File: config.mk
export PLATFORM = sky130hd
export DESIGN_NAME = dtx_timers
export DESIGN_NICKNAME = d
export VERILOG_FILES = /design/src/common/dtx_pkg.sv /design/src/hw/dtx_timers.sv /design/src/hw/dtx_osc_div.sv
export SDC_FILE = /design/constraint.sdc
export NUM_CORES = 1
export LEC_CHECK = 0
export BUFFER_PORTS_ARGS = -buffer_cell sky130_fd_sc_hd__buf_2
export CAP_MARGIN = 20
export CORE_ASPECT_RATIO = 1.2
export CORE_UTILIZATION = 58
export DETAILED_ROUTE_END_ITERATION = 6
export PLACE_DENSITY_LB_ADDON = 0.15
export SYNTH_ARGS = -nofsm -noshare
export SYNTH_HDL_FRONTEND = slang
export SYNTH_SLANG_ARGS = --single-unit
File: constraint.sdc
create_clock -name core_clk -period 3 [get_ports core_clk]
set_input_delay 0.6 -clock core_clk [delete_from_list [all_inputs] [get_ports core_clk]]
set_output_delay 0.6 -clock core_clk [all_outputs]
set_load 0.02 [all_outputs]
File: src/common/dtx_pkg.sv
package dtx_pkg;

  // register indices; byte address on the bus is four times the index
  localparam logic [7:0]  IDX_CTL         = 8'h88;
  localparam logic [7:0]  IDX_TMOD        = 8'h89;
  localparam logic [7:0]  IDX_LO0         = 8'h8a;
  localparam logic [7:0]  IDX_LO1         = 8'h8b;
  localparam logic [7:0]  IDX_HI0         = 8'h8c;
  localparam logic [7:0]  IDX_HI1         = 8'h8d;
  localparam logic [7:0]  IDX_EDGE        = 8'h8f;
  localparam logic [7:0]  IDX_IRQEN       = 8'ha8;
  localparam logic [7:0]  IDX_TCON0       = 8'he7;

  // timer_and_irq_control fields
  localparam int unsigned CTL_OV1         = 7;
  localparam int unsigned CTL_RUN1        = 6;
  localparam int unsigned CTL_OV0         = 5;
  localparam int unsigned CTL_RUN0        = 4;
  localparam int unsigned CTL_EXT         = 1;

  // interrupt_enable_0 fields
  localparam int unsigned EN_ALL          = 7;
  localparam int unsigned EN_T1           = 3;
  localparam int unsigned EN_T0           = 1;
  localparam int unsigned EN_EXT          = 0;

  // timer mode register fields
  localparam int unsigned TMOD_T1CT       = 6;
  localparam int unsigned TMOD_M1_LSB     = 4;
  localparam int unsigned TMOD_GATE0      = 3;
  localparam int unsigned TMOD_T0CT       = 2;
  localparam int unsigned TMOD_T0M_LSB    = 0;

  // clock divider register fields
  localparam int unsigned TCON0_T0R_LSB   = 4;
  localparam int unsigned TCON0_T1R_LSB   = 0;

  // edge select field position
  localparam int unsigned EDGE_SEL_LSB    = 0;

  // timer modes
  localparam logic [1:0]  MODE_13BIT      = 2'h0;
  localparam logic [1:0]  MODE_16BIT      = 2'h1;
  localparam logic [1:0]  MODE_RELOAD8    = 2'h2;
  localparam logic [1:0]  MODE_SPLIT8     = 2'h3;

  // trigger edge codes
  localparam logic [1:0]  EDGE_RESERVED   = 2'h0;
  localparam logic [1:0]  EDGE_RISE       = 2'h1;
  localparam logic [1:0]  EDGE_FALL       = 2'h2;
  localparam logic [1:0]  EDGE_BOTH       = 2'h3;
  localparam logic [1:0]  EDGE_SEL_RST    = EDGE_FALL;

  // counting limits
  localparam logic [4:0]  M0_LOW_TOP      = 5'h1f;
  localparam logic [7:0]  BYTE_MAX        = 8'hff;
  localparam logic [15:0] WORD_MAX        = 16'hffff;
  localparam logic [7:0]  BYTE_RST        = 8'h00;

  // cpu tick is core_clk / 12: prescaler counts 0 .. 11
  localparam logic [3:0]  CPU_DIV_LAST    = 4'hb;
  // oscillator divider: rate 0 divides by 2**7
  localparam logic [2:0]  RATE_LOG2_MAX   = 3'h7;

  localparam logic [15:0] EXT_IRQ_VECTOR  = 16'h0003;
  localparam logic [15:0] NO_VECTOR       = 16'h0000;

endpackage : dtx_pkg

File: src/hw/dtx_timers.sv
// How it works
// - edge select 01 rising, 10 falling (reset), 11 both, 00 never triggers
// - with both enables set, each selected pin edge sets the request flag
// - pending enabled external request presents vector 0x0003 to the cpu
// - cpu acknowledge of the external request clears its flag
// - enable register bit 7 is the global enable, reset 0
// - enable register bit 0 enables the external interrupt, reset 0
// - control register bit 1 is the external request flag, read/write
// - timer 0 has four modes, timer 1 modes 0 to 2
// - tick from cpu/12 or divided oscillator; timer 0 gate pauses on pin
// - mode 0 counts 13 bits, flag set on wrap from 0xff1f
// - overflow flag writable by firmware only while its enable is off
// - mode 1 counts 16 bits, flag set on wrap from 0xffff
// - mode 2 low byte wraps, sets flag and reloads from high byte
// - mode 3 splits timer 0: low byte selectable, high byte cpu/12
// - in mode 3 only the low-byte counter is gated by the pin
// - mode 3: run 0 drives low byte/flag 0, run 1 high byte/flag 1
// - while timer 0 is in mode 3, timer 1 counts without any flag
// - mode field 00 13-bit, 01 16-bit, 10 8-bit reload
// - overflow flag cleared by interrupt service or firmware write
//
// The Wishbone slave port is this design's own decision.
`timescale 1ns/1ps
`default_nettype none

module dtx_timers (
  input  wire logic        core_clk,
  input  wire logic        rst_b,
  // classic wishbone slave
  input  wire logic        wb_cyc_i,
  input  wire logic        wb_stb_i,
  input  wire logic        wb_we_i,
  input  wire logic [11:0] wb_adr_i,
  input  wire logic [3:0]  wb_sel_i,
  input  wire logic [31:0] wb_dat_i,
  output logic [31:0]      wb_dat_o,
  output logic             wb_ack_o,
  // external pin and oscillator tick, both synchronous to core_clk
  input  wire logic        ext_irq_pin,
  input  wire logic        osc_tick,
  // interrupt controller side
  input  wire logic        ext_irq_ack,
  input  wire logic        timer0_irq_ack,
  input  wire logic        timer1_irq_ack,
  output logic             ext_irq_req,
  output logic             timer0_irq_req,
  output logic             timer1_irq_req,
  output logic [15:0]      irq_vector
);

  typedef struct packed {
    logic [7:0]  timer0_low_byte;
    logic [7:0]  timer0_high_byte;
    logic [7:0]  timer1_low_byte;
    logic [7:0]  timer1_high_byte;
    logic        timer0_overflow_flag;
    logic        timer1_overflow_flag;
    logic        timer0_run;
    logic        timer1_run;
    logic        ext_irq_request_flag;
    logic [6:0]  tmod;
    logic [2:0]  rate0;
    logic [2:0]  rate1;
    logic [1:0]  ext_irq_edge_sel;
    logic        global_irq_enable;
    logic        timer1_irq_enable;
    logic        timer0_irq_enable;
    logic        ext_irq_enable;
    logic        pin_q;
    logic [3:0]  pre_cnt;
    logic        cpu_tick;
    logic        ack;
    logic [31:0] rdata;
    logic        ext_req;
    logic        t0_req;
    logic        t1_req;
    logic [15:0] vector;
  } dtx_state_s;

  dtx_state_s       s;
  dtx_state_s       next_s;

  logic [1:0][2:0]  rate_sel;
  logic [1:0]       osc_div_tick;

  logic             req;
  logic             hit;
  logic             wr;
  logic [7:0]       idx;
  logic [7:0]       wbyte;
  logic [7:0]       rd;
  logic [1:0]       mode0;
  logic [1:0]       mode1;
  logic             split;
  logic             gate_ok;
  logic             t0_tick;
  logic             t1_tick;
  logic [16:0]      step0;
  logic [16:0]      step1;
  logic             ov_t0;
  logic             ov_t1;
  logic             ov_th0;
  logic             rise;
  logic             fall;
  logic             edge_hit;

  // one increment of a timer pair in modes 0 to 2; {overflow, high, low}
  function automatic logic [16:0] dtx_step(
    input logic [7:0] th,
    input logic [7:0] tl,
    input logic [1:0] mode
  );
    logic [16:0] r;
    r = {1'b0, th, tl};
    unique case (mode)
      dtx_pkg::MODE_13BIT: begin
        // upper three low-byte bits stay as they are
        if (tl[4:0] == dtx_pkg::M0_LOW_TOP) begin
          r[4:0] = '0;
          r[15:8] = th + 8'h01;
          r[16] = (th == dtx_pkg::BYTE_MAX);
        end else begin
          r[4:0] = tl[4:0] + 5'h01;
        end
      end
      dtx_pkg::MODE_16BIT: begin
        r[15:0] = {th, tl} + 16'h0001;
        r[16] = ({th, tl} == dtx_pkg::WORD_MAX);
      end
      dtx_pkg::MODE_RELOAD8: begin
        if (tl == dtx_pkg::BYTE_MAX) begin
          r[7:0] = th;
          r[16] = 1'b1;
        end else begin
          r[7:0] = tl + 8'h01;
        end
      end
      dtx_pkg::MODE_SPLIT8: begin
        // timer 1 has no mode 3; a pair told to use it stands still
        r = {1'b0, th, tl};
      end
    endcase
    return r;
  endfunction : dtx_step

  assign rate_sel[0] = s.rate0;
  assign rate_sel[1] = s.rate1;

  genvar g;
  for (g = 0; g < 2; g++) begin : g_div
    dtx_osc_div u_div (
      .core_clk (core_clk),
      .rst_b    (rst_b),
      .osc_tick (osc_tick),
      .rate     (rate_sel[g]),
      .tick     (osc_div_tick[g])
    );
  end

  always_comb begin
    next_s = s;

    // bus decode
    req = wb_cyc_i & wb_stb_i;
    hit = (wb_adr_i[11:10] == 2'h0);
    idx = wb_adr_i[9:2];
    wbyte = wb_dat_i[7:0];
    // a write lands on the edge where the master sees ack high
    wr = req & wb_we_i & s.ack & wb_sel_i[0] & hit;

    // read mux; unmapped indices and reserved bits read zero
    rd = '0;
    if (hit) begin
      unique case (idx)
        dtx_pkg::IDX_CTL:   rd = {s.timer1_overflow_flag, s.timer1_run,
                                  s.timer0_overflow_flag, s.timer0_run,
                                  2'h0, s.ext_irq_request_flag, 1'b0};
        dtx_pkg::IDX_TMOD:  rd = {1'b0, s.tmod};
        dtx_pkg::IDX_LO0:   rd = s.timer0_low_byte;
        dtx_pkg::IDX_LO1:   rd = s.timer1_low_byte;
        dtx_pkg::IDX_HI0:   rd = s.timer0_high_byte;
        dtx_pkg::IDX_HI1:   rd = s.timer1_high_byte;
        dtx_pkg::IDX_EDGE:  rd = {6'h00, s.ext_irq_edge_sel};
        dtx_pkg::IDX_IRQEN: rd = {s.global_irq_enable, 3'h0,
                                  s.timer1_irq_enable, 1'b0,
                                  s.timer0_irq_enable, s.ext_irq_enable};
        dtx_pkg::IDX_TCON0: rd = {1'b0, s.rate0, 1'b0, s.rate1};
        default:            rd = '0;
      endcase
    end

    next_s.ack = req & ~s.ack;
    if (req & ~s.ack) begin
      next_s.rdata = {24'h000000, rd};
    end

    // cpu/12 prescaler
    next_s.cpu_tick = 1'b0;
    if (s.pre_cnt == dtx_pkg::CPU_DIV_LAST) begin
      next_s.pre_cnt = '0;
      next_s.cpu_tick = 1'b1;
    end else begin
      next_s.pre_cnt = s.pre_cnt + 4'h1;
    end

    // clock source and gate
    mode0 = s.tmod[dtx_pkg::TMOD_T0M_LSB +: 2];
    mode1 = s.tmod[dtx_pkg::TMOD_M1_LSB +: 2];
    split = (mode0 == dtx_pkg::MODE_SPLIT8);
    gate_ok = ~s.tmod[dtx_pkg::TMOD_GATE0] | ext_irq_pin;
    t0_tick = s.tmod[dtx_pkg::TMOD_T0CT] ? osc_div_tick[0] : s.cpu_tick;
    t1_tick = s.tmod[dtx_pkg::TMOD_T1CT] ? osc_div_tick[1] : s.cpu_tick;

    // timer 0
    ov_t0 = 1'b0;
    ov_th0 = 1'b0;
    step0 = dtx_step(s.timer0_high_byte, s.timer0_low_byte, mode0);
    if (split) begin
      // low byte: own source, gated, run 0
      if (s.timer0_run & t0_tick & gate_ok) begin
        next_s.timer0_low_byte = s.timer0_low_byte + 8'h01;
        ov_t0 = (s.timer0_low_byte == dtx_pkg::BYTE_MAX);
      end
      // high byte: cpu/12, never gated, run 1
      if (s.timer1_run & s.cpu_tick) begin
        next_s.timer0_high_byte = s.timer0_high_byte + 8'h01;
        ov_th0 = (s.timer0_high_byte == dtx_pkg::BYTE_MAX);
      end
    end else if (s.timer0_run & t0_tick & gate_ok) begin
      next_s.timer0_high_byte = step0[15:8];
      next_s.timer0_low_byte = step0[7:0];
      ov_t0 = step0[16];
    end

    // timer 1; while timer 0 is split its run bit is borrowed, so it
    // runs freely and its overflow is dropped
    ov_t1 = 1'b0;
    step1 = dtx_step(s.timer1_high_byte, s.timer1_low_byte, mode1);
    if ((s.timer1_run | split) & t1_tick) begin
      next_s.timer1_high_byte = step1[15:8];
      next_s.timer1_low_byte = step1[7:0];
      ov_t1 = step1[16] & ~split;
    end

    // firmware writes to counters take priority over counting
    if (wr) begin
      unique case (idx)
        dtx_pkg::IDX_LO0: next_s.timer0_low_byte = wbyte;
        dtx_pkg::IDX_LO1: next_s.timer1_low_byte = wbyte;
        dtx_pkg::IDX_HI0: next_s.timer0_high_byte = wbyte;
        dtx_pkg::IDX_HI1: next_s.timer1_high_byte = wbyte;
        dtx_pkg::IDX_TMOD: next_s.tmod = wbyte[6:0];
        dtx_pkg::IDX_TCON0: begin
          next_s.rate0 = wbyte[dtx_pkg::TCON0_T0R_LSB +: 3];
          next_s.rate1 = wbyte[dtx_pkg::TCON0_T1R_LSB +: 3];
        end
        dtx_pkg::IDX_EDGE:
          next_s.ext_irq_edge_sel = wbyte[dtx_pkg::EDGE_SEL_LSB +: 2];
        dtx_pkg::IDX_IRQEN: begin
          next_s.global_irq_enable = wbyte[dtx_pkg::EN_ALL];
          next_s.timer1_irq_enable = wbyte[dtx_pkg::EN_T1];
          next_s.timer0_irq_enable = wbyte[dtx_pkg::EN_T0];
          next_s.ext_irq_enable = wbyte[dtx_pkg::EN_EXT];
        end
        dtx_pkg::IDX_CTL: begin
          next_s.timer1_run = wbyte[dtx_pkg::CTL_RUN1];
          next_s.timer0_run = wbyte[dtx_pkg::CTL_RUN0];
          next_s.ext_irq_request_flag = wbyte[dtx_pkg::CTL_EXT];
          // flags belong to the interrupt controller while enabled
          if (!s.timer1_irq_enable) begin
            next_s.timer1_overflow_flag = wbyte[dtx_pkg::CTL_OV1];
          end
          if (!s.timer0_irq_enable) begin
            next_s.timer0_overflow_flag = wbyte[dtx_pkg::CTL_OV0];
          end
        end
        default: begin
        end
      endcase
    end

    // service clears, then hardware sets; a set in the same cycle wins
    if (timer0_irq_ack) begin
      next_s.timer0_overflow_flag = 1'b0;
    end
    if (timer1_irq_ack) begin
      next_s.timer1_overflow_flag = 1'b0;
    end
    if (ext_irq_ack) begin
      next_s.ext_irq_request_flag = 1'b0;
    end
    if (ov_t0) begin
      next_s.timer0_overflow_flag = 1'b1;
    end
    if (ov_t1 | ov_th0) begin
      next_s.timer1_overflow_flag = 1'b1;
    end

    // external pin edge detection
    next_s.pin_q = ext_irq_pin;
    rise = ext_irq_pin & ~s.pin_q;
    fall = ~ext_irq_pin & s.pin_q;
    unique case (s.ext_irq_edge_sel)
      dtx_pkg::EDGE_RESERVED: edge_hit = 1'b0;
      dtx_pkg::EDGE_RISE:     edge_hit = rise;
      dtx_pkg::EDGE_FALL:     edge_hit = fall;
      dtx_pkg::EDGE_BOTH:     edge_hit = rise | fall;
    endcase
    if (edge_hit & s.ext_irq_enable & s.global_irq_enable) begin
      next_s.ext_irq_request_flag = 1'b1;
    end

    // requests towards the interrupt controller, gated by enables
    next_s.ext_req = s.ext_irq_request_flag & s.ext_irq_enable
                     & s.global_irq_enable;
    next_s.t0_req = s.timer0_overflow_flag & s.timer0_irq_enable
                    & s.global_irq_enable;
    next_s.t1_req = s.timer1_overflow_flag & s.timer1_irq_enable
                    & s.global_irq_enable;
    next_s.vector = next_s.ext_req ? dtx_pkg::EXT_IRQ_VECTOR
                                   : dtx_pkg::NO_VECTOR;
  end

  always_ff @(posedge core_clk) begin
    if (!rst_b) begin
      s <= '0;
      s.ext_irq_edge_sel <= dtx_pkg::EDGE_SEL_RST;
      s.timer0_low_byte <= dtx_pkg::BYTE_RST;
      s.timer0_high_byte <= dtx_pkg::BYTE_RST;
      s.timer1_low_byte <= dtx_pkg::BYTE_RST;
      s.timer1_high_byte <= dtx_pkg::BYTE_RST;
    end else begin
      s <= next_s;
    end
  end

  assign wb_dat_o = s.rdata;
  assign wb_ack_o = s.ack;
  assign ext_irq_req = s.ext_req;
  assign timer0_irq_req = s.t0_req;
  assign timer1_irq_req = s.t1_req;
  assign irq_vector = s.vector;

endmodule : dtx_timers

`default_nettype wire

File: src/hw/dtx_osc_div.sv
`timescale 1ns/1ps
`default_nettype none

module dtx_osc_div (
  input  wire logic       core_clk,
  input  wire logic       rst_b,
  input  wire logic       osc_tick,
  input  wire logic [2:0] rate,
  output logic            tick
);

  typedef struct packed {
    logic [6:0] cnt;
    logic       tick;
  } dtx_div_s;

  dtx_div_s   s;
  dtx_div_s   next_s;
  logic [6:0] last;

  always_comb begin
    last = 7'((8'h01 << (dtx_pkg::RATE_LOG2_MAX - rate)) - 8'h01);
    next_s = s;
    next_s.tick = 1'b0;
    if (osc_tick) begin
      // >= so a rate change never strands the count above the limit
      if (s.cnt >= last) begin
        next_s.cnt = '0;
        next_s.tick = 1'b1;
      end else begin
        next_s.cnt = s.cnt + 7'h01;
      end
    end
  end

  always_ff @(posedge core_clk) begin
    if (!rst_b) begin
      s <= '0;
    end else begin
      s <= next_s;
    end
  end

  assign tick = s.tick;

endmodule : dtx_osc_div

`default_nettype wire

# After elaboration in Yosys (flattened, before gate mapping)
# Cells that the tools add are included.
# Widths: inputs -> output; s select.
# classes
n_eq_ne,29
addsub,15
order_cmp,2
n_reduce_logical,20
mux,56
n_shift,2
n_bitwise,31
# op_table
cell,count
$eq 8x8->1 const B,13
$mux 8,9
$pmux 8 s9,1
$mux 56,1
$mux 16,3
$add 16x1->16 const B,2
$add 8x1->8 const B,4
$eq 16x16->1 const B,2
$pmux 8 s2,2
$and 1x1->1,21
$mux 1,21
$mux 7,3
$pmux 5 s4,1
$mux 9,2
$reduce_bool 3->1,6
$mux 5,3
$pmux 5 s3,1
$add 7x1->7 const B,2
$ge 7x7->1,2
$reduce_and 2->1,7
$shl 1x3->7 const A,2
$sub 7x1->7 const B,2
$eq 2x2->1 const B,6
$pmux 3 s2,2
other kinds (17),37
# word_totals
in_bits,58
register_bits,106
word_cells,185

# Longest topological paths before layout
# Gate-level depths: netlist of the first run.
# logic_depth
depth_word,9
depth_mapped,13
mapped_depth_nobuf,12

# Cells and area by module
# A second synthesis of the first run with hierarchy kept.
# unflattened
cells_unflattened,903
hier_area_um2,7019.2
# modules_own_cells
module,seq_area_each_um2,area_per_inst_um2,cells_per_inst,n_inst
dtx_timers,1481.4,5805.6,773,1
dtx_osc_div,160.2,606.8,65,2

# Least setup slack after synthesis of the first run
# No wires, ideal clock.
# synth_timing
kind,register to register
start,"register s, in the netlist rate_sel[2]"
end,register g_div[0].u_div.s[2] (netlist bit)
arrival_ns,2.485
setup_time_ns,0.058
slack_ns,0.457
synth_period_minus_slack_ns,2.543
path_stages_with_launch,14
cell_sequence,dfxtp_1 clkbuf_1 nand3_1 ha_1 inv_1 nand2_1 o21ai_0 a21oi_1 ha_1 a21o_1 a21oi_1 o21ai_1 a2111oi_0 a31o_2
# synth_via
elab_chain_len,5
# synth_rtl
element,line,rtl
start: declaration,dtx_timers.sv:80,dtx_state_s s;
start signal: assignment,dtx_timers.sv:333,s <= next_s;
$sub 3x3->3,dtx_osc_div.sv:22,last = 7'((8'h01 << (dtx_pkg::RATE_LOG2_MAX - rate)) - 8'h01);
$shl 1x3->7,dtx_osc_div.sv:22,
$sub 7x1->7,dtx_osc_div.sv:22,
$ge 7x7->1,dtx_osc_div.sv:27,if (s.cnt >= last) begin
$mux 7,dtx_osc_div.sv:27,
end signal: assignment,dtx_osc_div.sv:40,s <= next_s;
end: declaration,dtx_osc_div.sv:17,dtx_div_s s;
# Every way passes these cells.
# A chain may end at the register's enable or synchronous reset.

# Final worst setup path of the first run
# layout_timing
start,"register s, in the netlist rate_sel[1]"
end,register g_div[0].u_div.s[1] (netlist bit)
# The elaborated chain is that of the path after synthesis.

==> results.toml, run 1 <==
[run_status]
status = "finished, final reports clean"

[worst_setup_path]
cp_num_buf_inv = 1
crit_required_ns = 3.30
critical-path-top-delay-family = "compound AO/OA/AOI/OAI gates"
crit_chain = "nand3_1 -> ha_1 -> inv_1 -> nand2_1 -> o21ai_0 -> a21oi_1 -> ha_1 -> a21o_1 -> a21oi_1 -> o21ai_1 -> a2111oi_0 -> o21a_1"
critPathKind = "flop to flop"
cp_max_fo = 9
slowest_stage = "a2111oi_0"
worstSetupEndpointType = "flop"
crit_arrival_ns = 3.08
start_kind = "flop"
crit_path_max_incr_delay_ns = 0.51

[timing]
holdWs_ns = 0.456
worstMarginPinSlew_ns = 0.524
fin_skew_ns = 0.0104
max_freq_mhz = 359
setup-tns-final_ns = 0
max-slew-margin-rel = 0.642
slew_viol_final = 0
setup_viol = 0
min_period_ns = 2.79
hold_viol = 0
rsz0062_at_grt = "yes"
finalCritPeriodShare = 0.929
setup_slack_ns = 0.213

[detailed_routing]
routedWlPerCell_um = 19.9
vias = 6925
ant_nets = 0
wl_um = 21300
drtPass1Iterations = 5
drt_iter0_drc = 628
drcViolationCount = 0
vias_per_cell = 6.48

[clocking]
worstSkewPairLatency_ns = 0.35
post-cts-setup-buffers = 0
ctsHoldBuffers = 0
clk_pin_slew_worst_paths_ns = 0.07
numClockSinks = 90
htreeDepth = 3
root_buffer = "clkbuf_16"
cts_buffers = 9
cts_tree = "yes"
post_cts_resized = 0
clockBufferDepth = 2

[logic_synthesis]
synth_edf_count = 0
postSynthCellCount = 910
ys_ff_latch = 90
syn_area_um2 = 6990
async_flop_share = 0
synth_cell_types = 77
syn-mean-instance-area_um2 = 7.68
synthTopCellsByArea = "dfxtp_1, ha_1, buf_4"
yosys.area.top_type = "dfxtp_1"
synth_top_area_share = 0.258
ys_seq_area_frac = 0.258
yosys_warnings = 0
synth_top_flop_cell = "dfxtp_1"

[grt]
grt_pass1_vias = 6513
grt_max_degree = 42
grt_pass1_wl_um = 33900
antenna_found_initial = 0
grt_overflow_total = 0
grtUsageTotal = 0.353

[placement]
pre_cts_ws_ns = 0.250
place_area_um2 = 7040
hpwl_um = 15600
portBuffers = 42
gp_congestion = 0.944

[cells_and_area]
fin_util = 0.627
most-common-layout-cells = "nand2_1, dfxtp_1, nor2_1"
syn2layout_area_growth_pct = 4.76
finalNetCount = 1000
diodes = 0
drive_gt1_frac = 0.111
final_cell_area_um2 = 7320
layout_commonest_cell = "nand2_1"

[floorplanning]
num_rows = 43
core_um2 = 11700
start_util = 0.599
die_w_um = 102
die_y_um = 122
io_pins = 110
dieArea_um2 = 12500

[power]
ir_drop_uv = 279
cellLeakagePower_nw = 2.92
powerDensity_nw_per_um2 = 353

[min_path]
hold_path.class = "flop to flop"

[flow_run]
max_cap_viol_count = 0
## worst reg2reg max path: stages (launching register included)
cell       delay [ns]
dfxtp_1          0.50
nand3_1          0.16
ha_1             0.27
inv_1            0.10
nand2_1          0.07
o21ai_0          0.16
a21oi_1          0.09
ha_1             0.31
a21o_1           0.16
a21oi_1          0.12
o21ai_1          0.12
a2111oi_0        0.51
o21a_1           0.16
## report_power, final
part	switching, mW	total (mW)	internal, mW
combinational	0.156	0.222	0.0657
sequential	0.0281	1.24	1.21
clock	0.543	1.12	0.579
total	0.728	2.58	1.85
## synthesized netlist by cell type (5+ instances only)
cell type and number:
nand2_1 91, dfxtp_1 90, nor2_1 71, a21oi_1 62
o21ai_0 54, buf_4 50, nand3_1 49, clkbuf_1 41
ha_1 35, mux2i_1 30, and3_1 28, inv_1 22
buf_2 19, xnor2_1 19, and2_1 15, a31oi_1 14
nand4_1 14, a221oi_1 13, xor2_1 13, nor3_1 12
a211oi_1 11, mux2_2 11, a21o_1 9, nand2b_1 8
a2111oi_0 7, nor2b_1 7, o21ai_1 7, a22oi_1 6
o211ai_1 6, a311oi_1 5, nand3b_1 5, nor4_1 5
o21a_1 5, o22ai_1 5
## cell type report
class	count	area, um^2
clock buffer	9	225
clock inverter	7	58.8
fill	1120	4350
inverter	23	86.3
multi-input combinational	724	4610
sequential	90	1800
tap	157	196
timing repair buffer	59	338
## per-stage QoR
stage          cells  power (mW)
3_3_place_gp    1053        1.47
5_1_grt         1069        2.66
6_report        1069        2.58
4_1_cts         1069        2.59
3_5_place_dp    1053        1.48
2_1_floorplan    947        1.44
## kinds of logic after synthesis
family          after synthesis  synth area share
simple gates                327             0.236
compound gates              251             0.240
buf+inv                     133             0.102
flops                        90             0.258
mux                          41            0.0607
fa+ha+maj                    35            0.0627
xor+xnor                     32            0.0401
other cells                   1          0.000537
## flip-flops by register name, summed over array words and instances, names as in the netlist
register and flops:
timer0_irq_req 1, wb_ack_o 1, irq_vector 1, mode1 2
s 52, timer1_irq_req 1, rate_sel 6, mode0 2
g_div.u_div.tick 2, g_div.u_div.s 14, wb_dat_o 8
## per-layer routing
layer	vias to the layer above	global-route usage	wire length [um]
met5	-	0	0
met2	341	0.581	10200
met4	0	0.192	1040
li1	3243	-	-
met1	3261	0.441	8600
met3	80	0.0535	1450
## final timing paths
check	startpoint	to	slack (ns)	depth (start not counted)
worst min-delay path	s[53]	s[53]	0.46	1
worst min register to register	s[53]	s[53]	0.46	1
worst max-delay path	rate_sel[1]	g_div[0].u_div.s[1]	0.21	12
worst max register to register	rate_sel[1]	g_div[0].u_div.s[1]	0.21	12
(Power assumes the default switching activity.)
==> inputs of run 2 (changes only) <==
--- a/config.mk
+++ b/config.mk
@@ -10,6 +10,7 @@
 export CORE_ASPECT_RATIO = 1.2
 export CORE_UTILIZATION = 58
 export DETAILED_ROUTE_END_ITERATION = 6
+export MAX_ROUTING_LAYER = met4
 export PLACE_DENSITY_LB_ADDON = 0.15
 export SYNTH_ARGS = -nofsm -noshare
 export SYNTH_HDL_FRONTEND = slang
==> run 2 against run 1 <==
Core utilization is 0.29 points higher. Critical path type unchanged. Clock power increased by 6%. Design area grew 0.46%.
==> results.toml, run 2 (synthesis results as in run 1) <==
[grt]
grtUsageTotal = 0.355
antenna_found_initial = 0
grt_max_degree = 42
grt_pass1_wl_um = 33000
grt_pass1_vias = 6413
grt_overflow_total = 0

[detailed_routing]
ant_nets = 0
vias = 6954
routedWlPerCell_um = 19.8
drt_iter0_drc = 640
drcViolationCount = 0
vias_per_cell = 6.51
drtPass1Iterations = 7
wl_um = 21200

[floorplanning]
io_pins = 110
die_y_um = 122
core_um2 = 11700
die_w_um = 102
num_rows = 43
dieArea_um2 = 12500
start_util = 0.599

[cells_and_area]
most-common-layout-cells = "nand2_1, dfxtp_1, nor2_1"
syn2layout_area_growth_pct = 5.25
layout_commonest_cell = "nand2_1"
finalNetCount = 999
stdcell_count = 1068
final_cell_area_um2 = 7350
fin_util = 0.630
regMostFlops = "s"
largest_reg_flops = 52
diodes = 0
drive_gt1_frac = 0.113

[timing]
setup-tns-final_ns = 0
rsz0062_at_grt = "no"
setup_viol = 0
hold_viol = 0
min_period_ns = 2.73
worstMarginPinSlew_ns = 0.536
max-slew-margin-rel = 0.641
max_freq_mhz = 367
fin_skew_ns = 0.00721
slew_viol_final = 0
holdWs_ns = 0.448
finalCritPeriodShare = 0.909

[clocking]
cts_tree = "yes"
root_buffer = "clkbuf_16"
cts_buffers = 9
clk_pin_slew_worst_paths_ns = 0.07
post_cts_resized = 0
ctsHoldBuffers = 0
clockBufferDepth = 2
post-cts-setup-buffers = 0
worstSkewPairLatency_ns = 0.35
numClockSinks = 90
htreeDepth = 3

[placement]
hpwl_um = 15600
place_area_um2 = 7030
gp_congestion = 0.957
portBuffers = 42
place_inst = 1052

[power]
powerDensity_nw_per_um2 = 361
ir_drop_uv = 261
cellLeakagePower_nw = 2.93

[worst_setup_path]
crit_required_ns = 3.29
cp_max_fo = 8
crit_arrival_ns = 3.02
start_kind = "flop"
critPathKind = "flop to flop"
rr_worst_depth = 12
worstSetupEndpointType = "flop"

[flow_run]
max_cap_viol_count = 0

[min_path]
hold-path-cell-count = 1
hold_path.class = "flop to flop"

[run_status]
status = "finished, final reports clean"
run 2: cell type report:
cell class | instances | area [um^2]
well taps | 157 | 196
clock inverters | 6 | 72.6
clock buffers | 10 | 239
flip-flops and latches | 90 | 1800
repair buffers | 58 | 330
multi-input cells | 724 | 4630
inverters | 23 | 86.3
fillers | 1095 | 4320
run 2: path summary, 6_finish.rpt:
path               startpoint             endpoint  slack, ns
setup reg to reg  rate_sel[0]  g_div[0].u_div.s[2]       0.27
hold / removal          s[53]                s[53]       0.45
hold reg to reg         s[53]                s[53]       0.45
setup / recovery  rate_sel[0]  g_div[0].u_div.s[2]       0.27
run 2: critical path: stages (launching register included):
cell	delay [ns]
dfxtp_1	0.48
nand3_1	0.16
ha_1	0.28
inv_1	0.10
nand2_1	0.07
o21ai_0	0.18
a21oi_1	0.10
ha_1	0.30
a21o_1	0.17
a21oi_1	0.12
o21ai_1	0.16
a2111oi_2	0.41
a31o_2	0.15
run 2: where the power goes:
part | switching (mW) | internal (mW)
clock network | 0.515 | 0.679
registers | 0.0278 | 1.21
logic | 0.156 | 0.0664
run 2: per-stage QoR:
step / setup slack, ns / total power, mW
floorplan: 0.457 / 1.44
finish: 0.274 / 2.66
CTS: 0.161 / 2.66
global placement: 0.328 / 1.47
global route: 0.00681 / 2.74
detailed placement: 0.190 / 1.48
run 2: layer usage:
layer	vias up	GRT usage	share of wire
met1	3252	0.416	0.39
met5	-	-	0
li1	3228	-	-
met3	77	0.0655	0.084
met2	397	0.576	0.48
met4	0	0.186	0.047
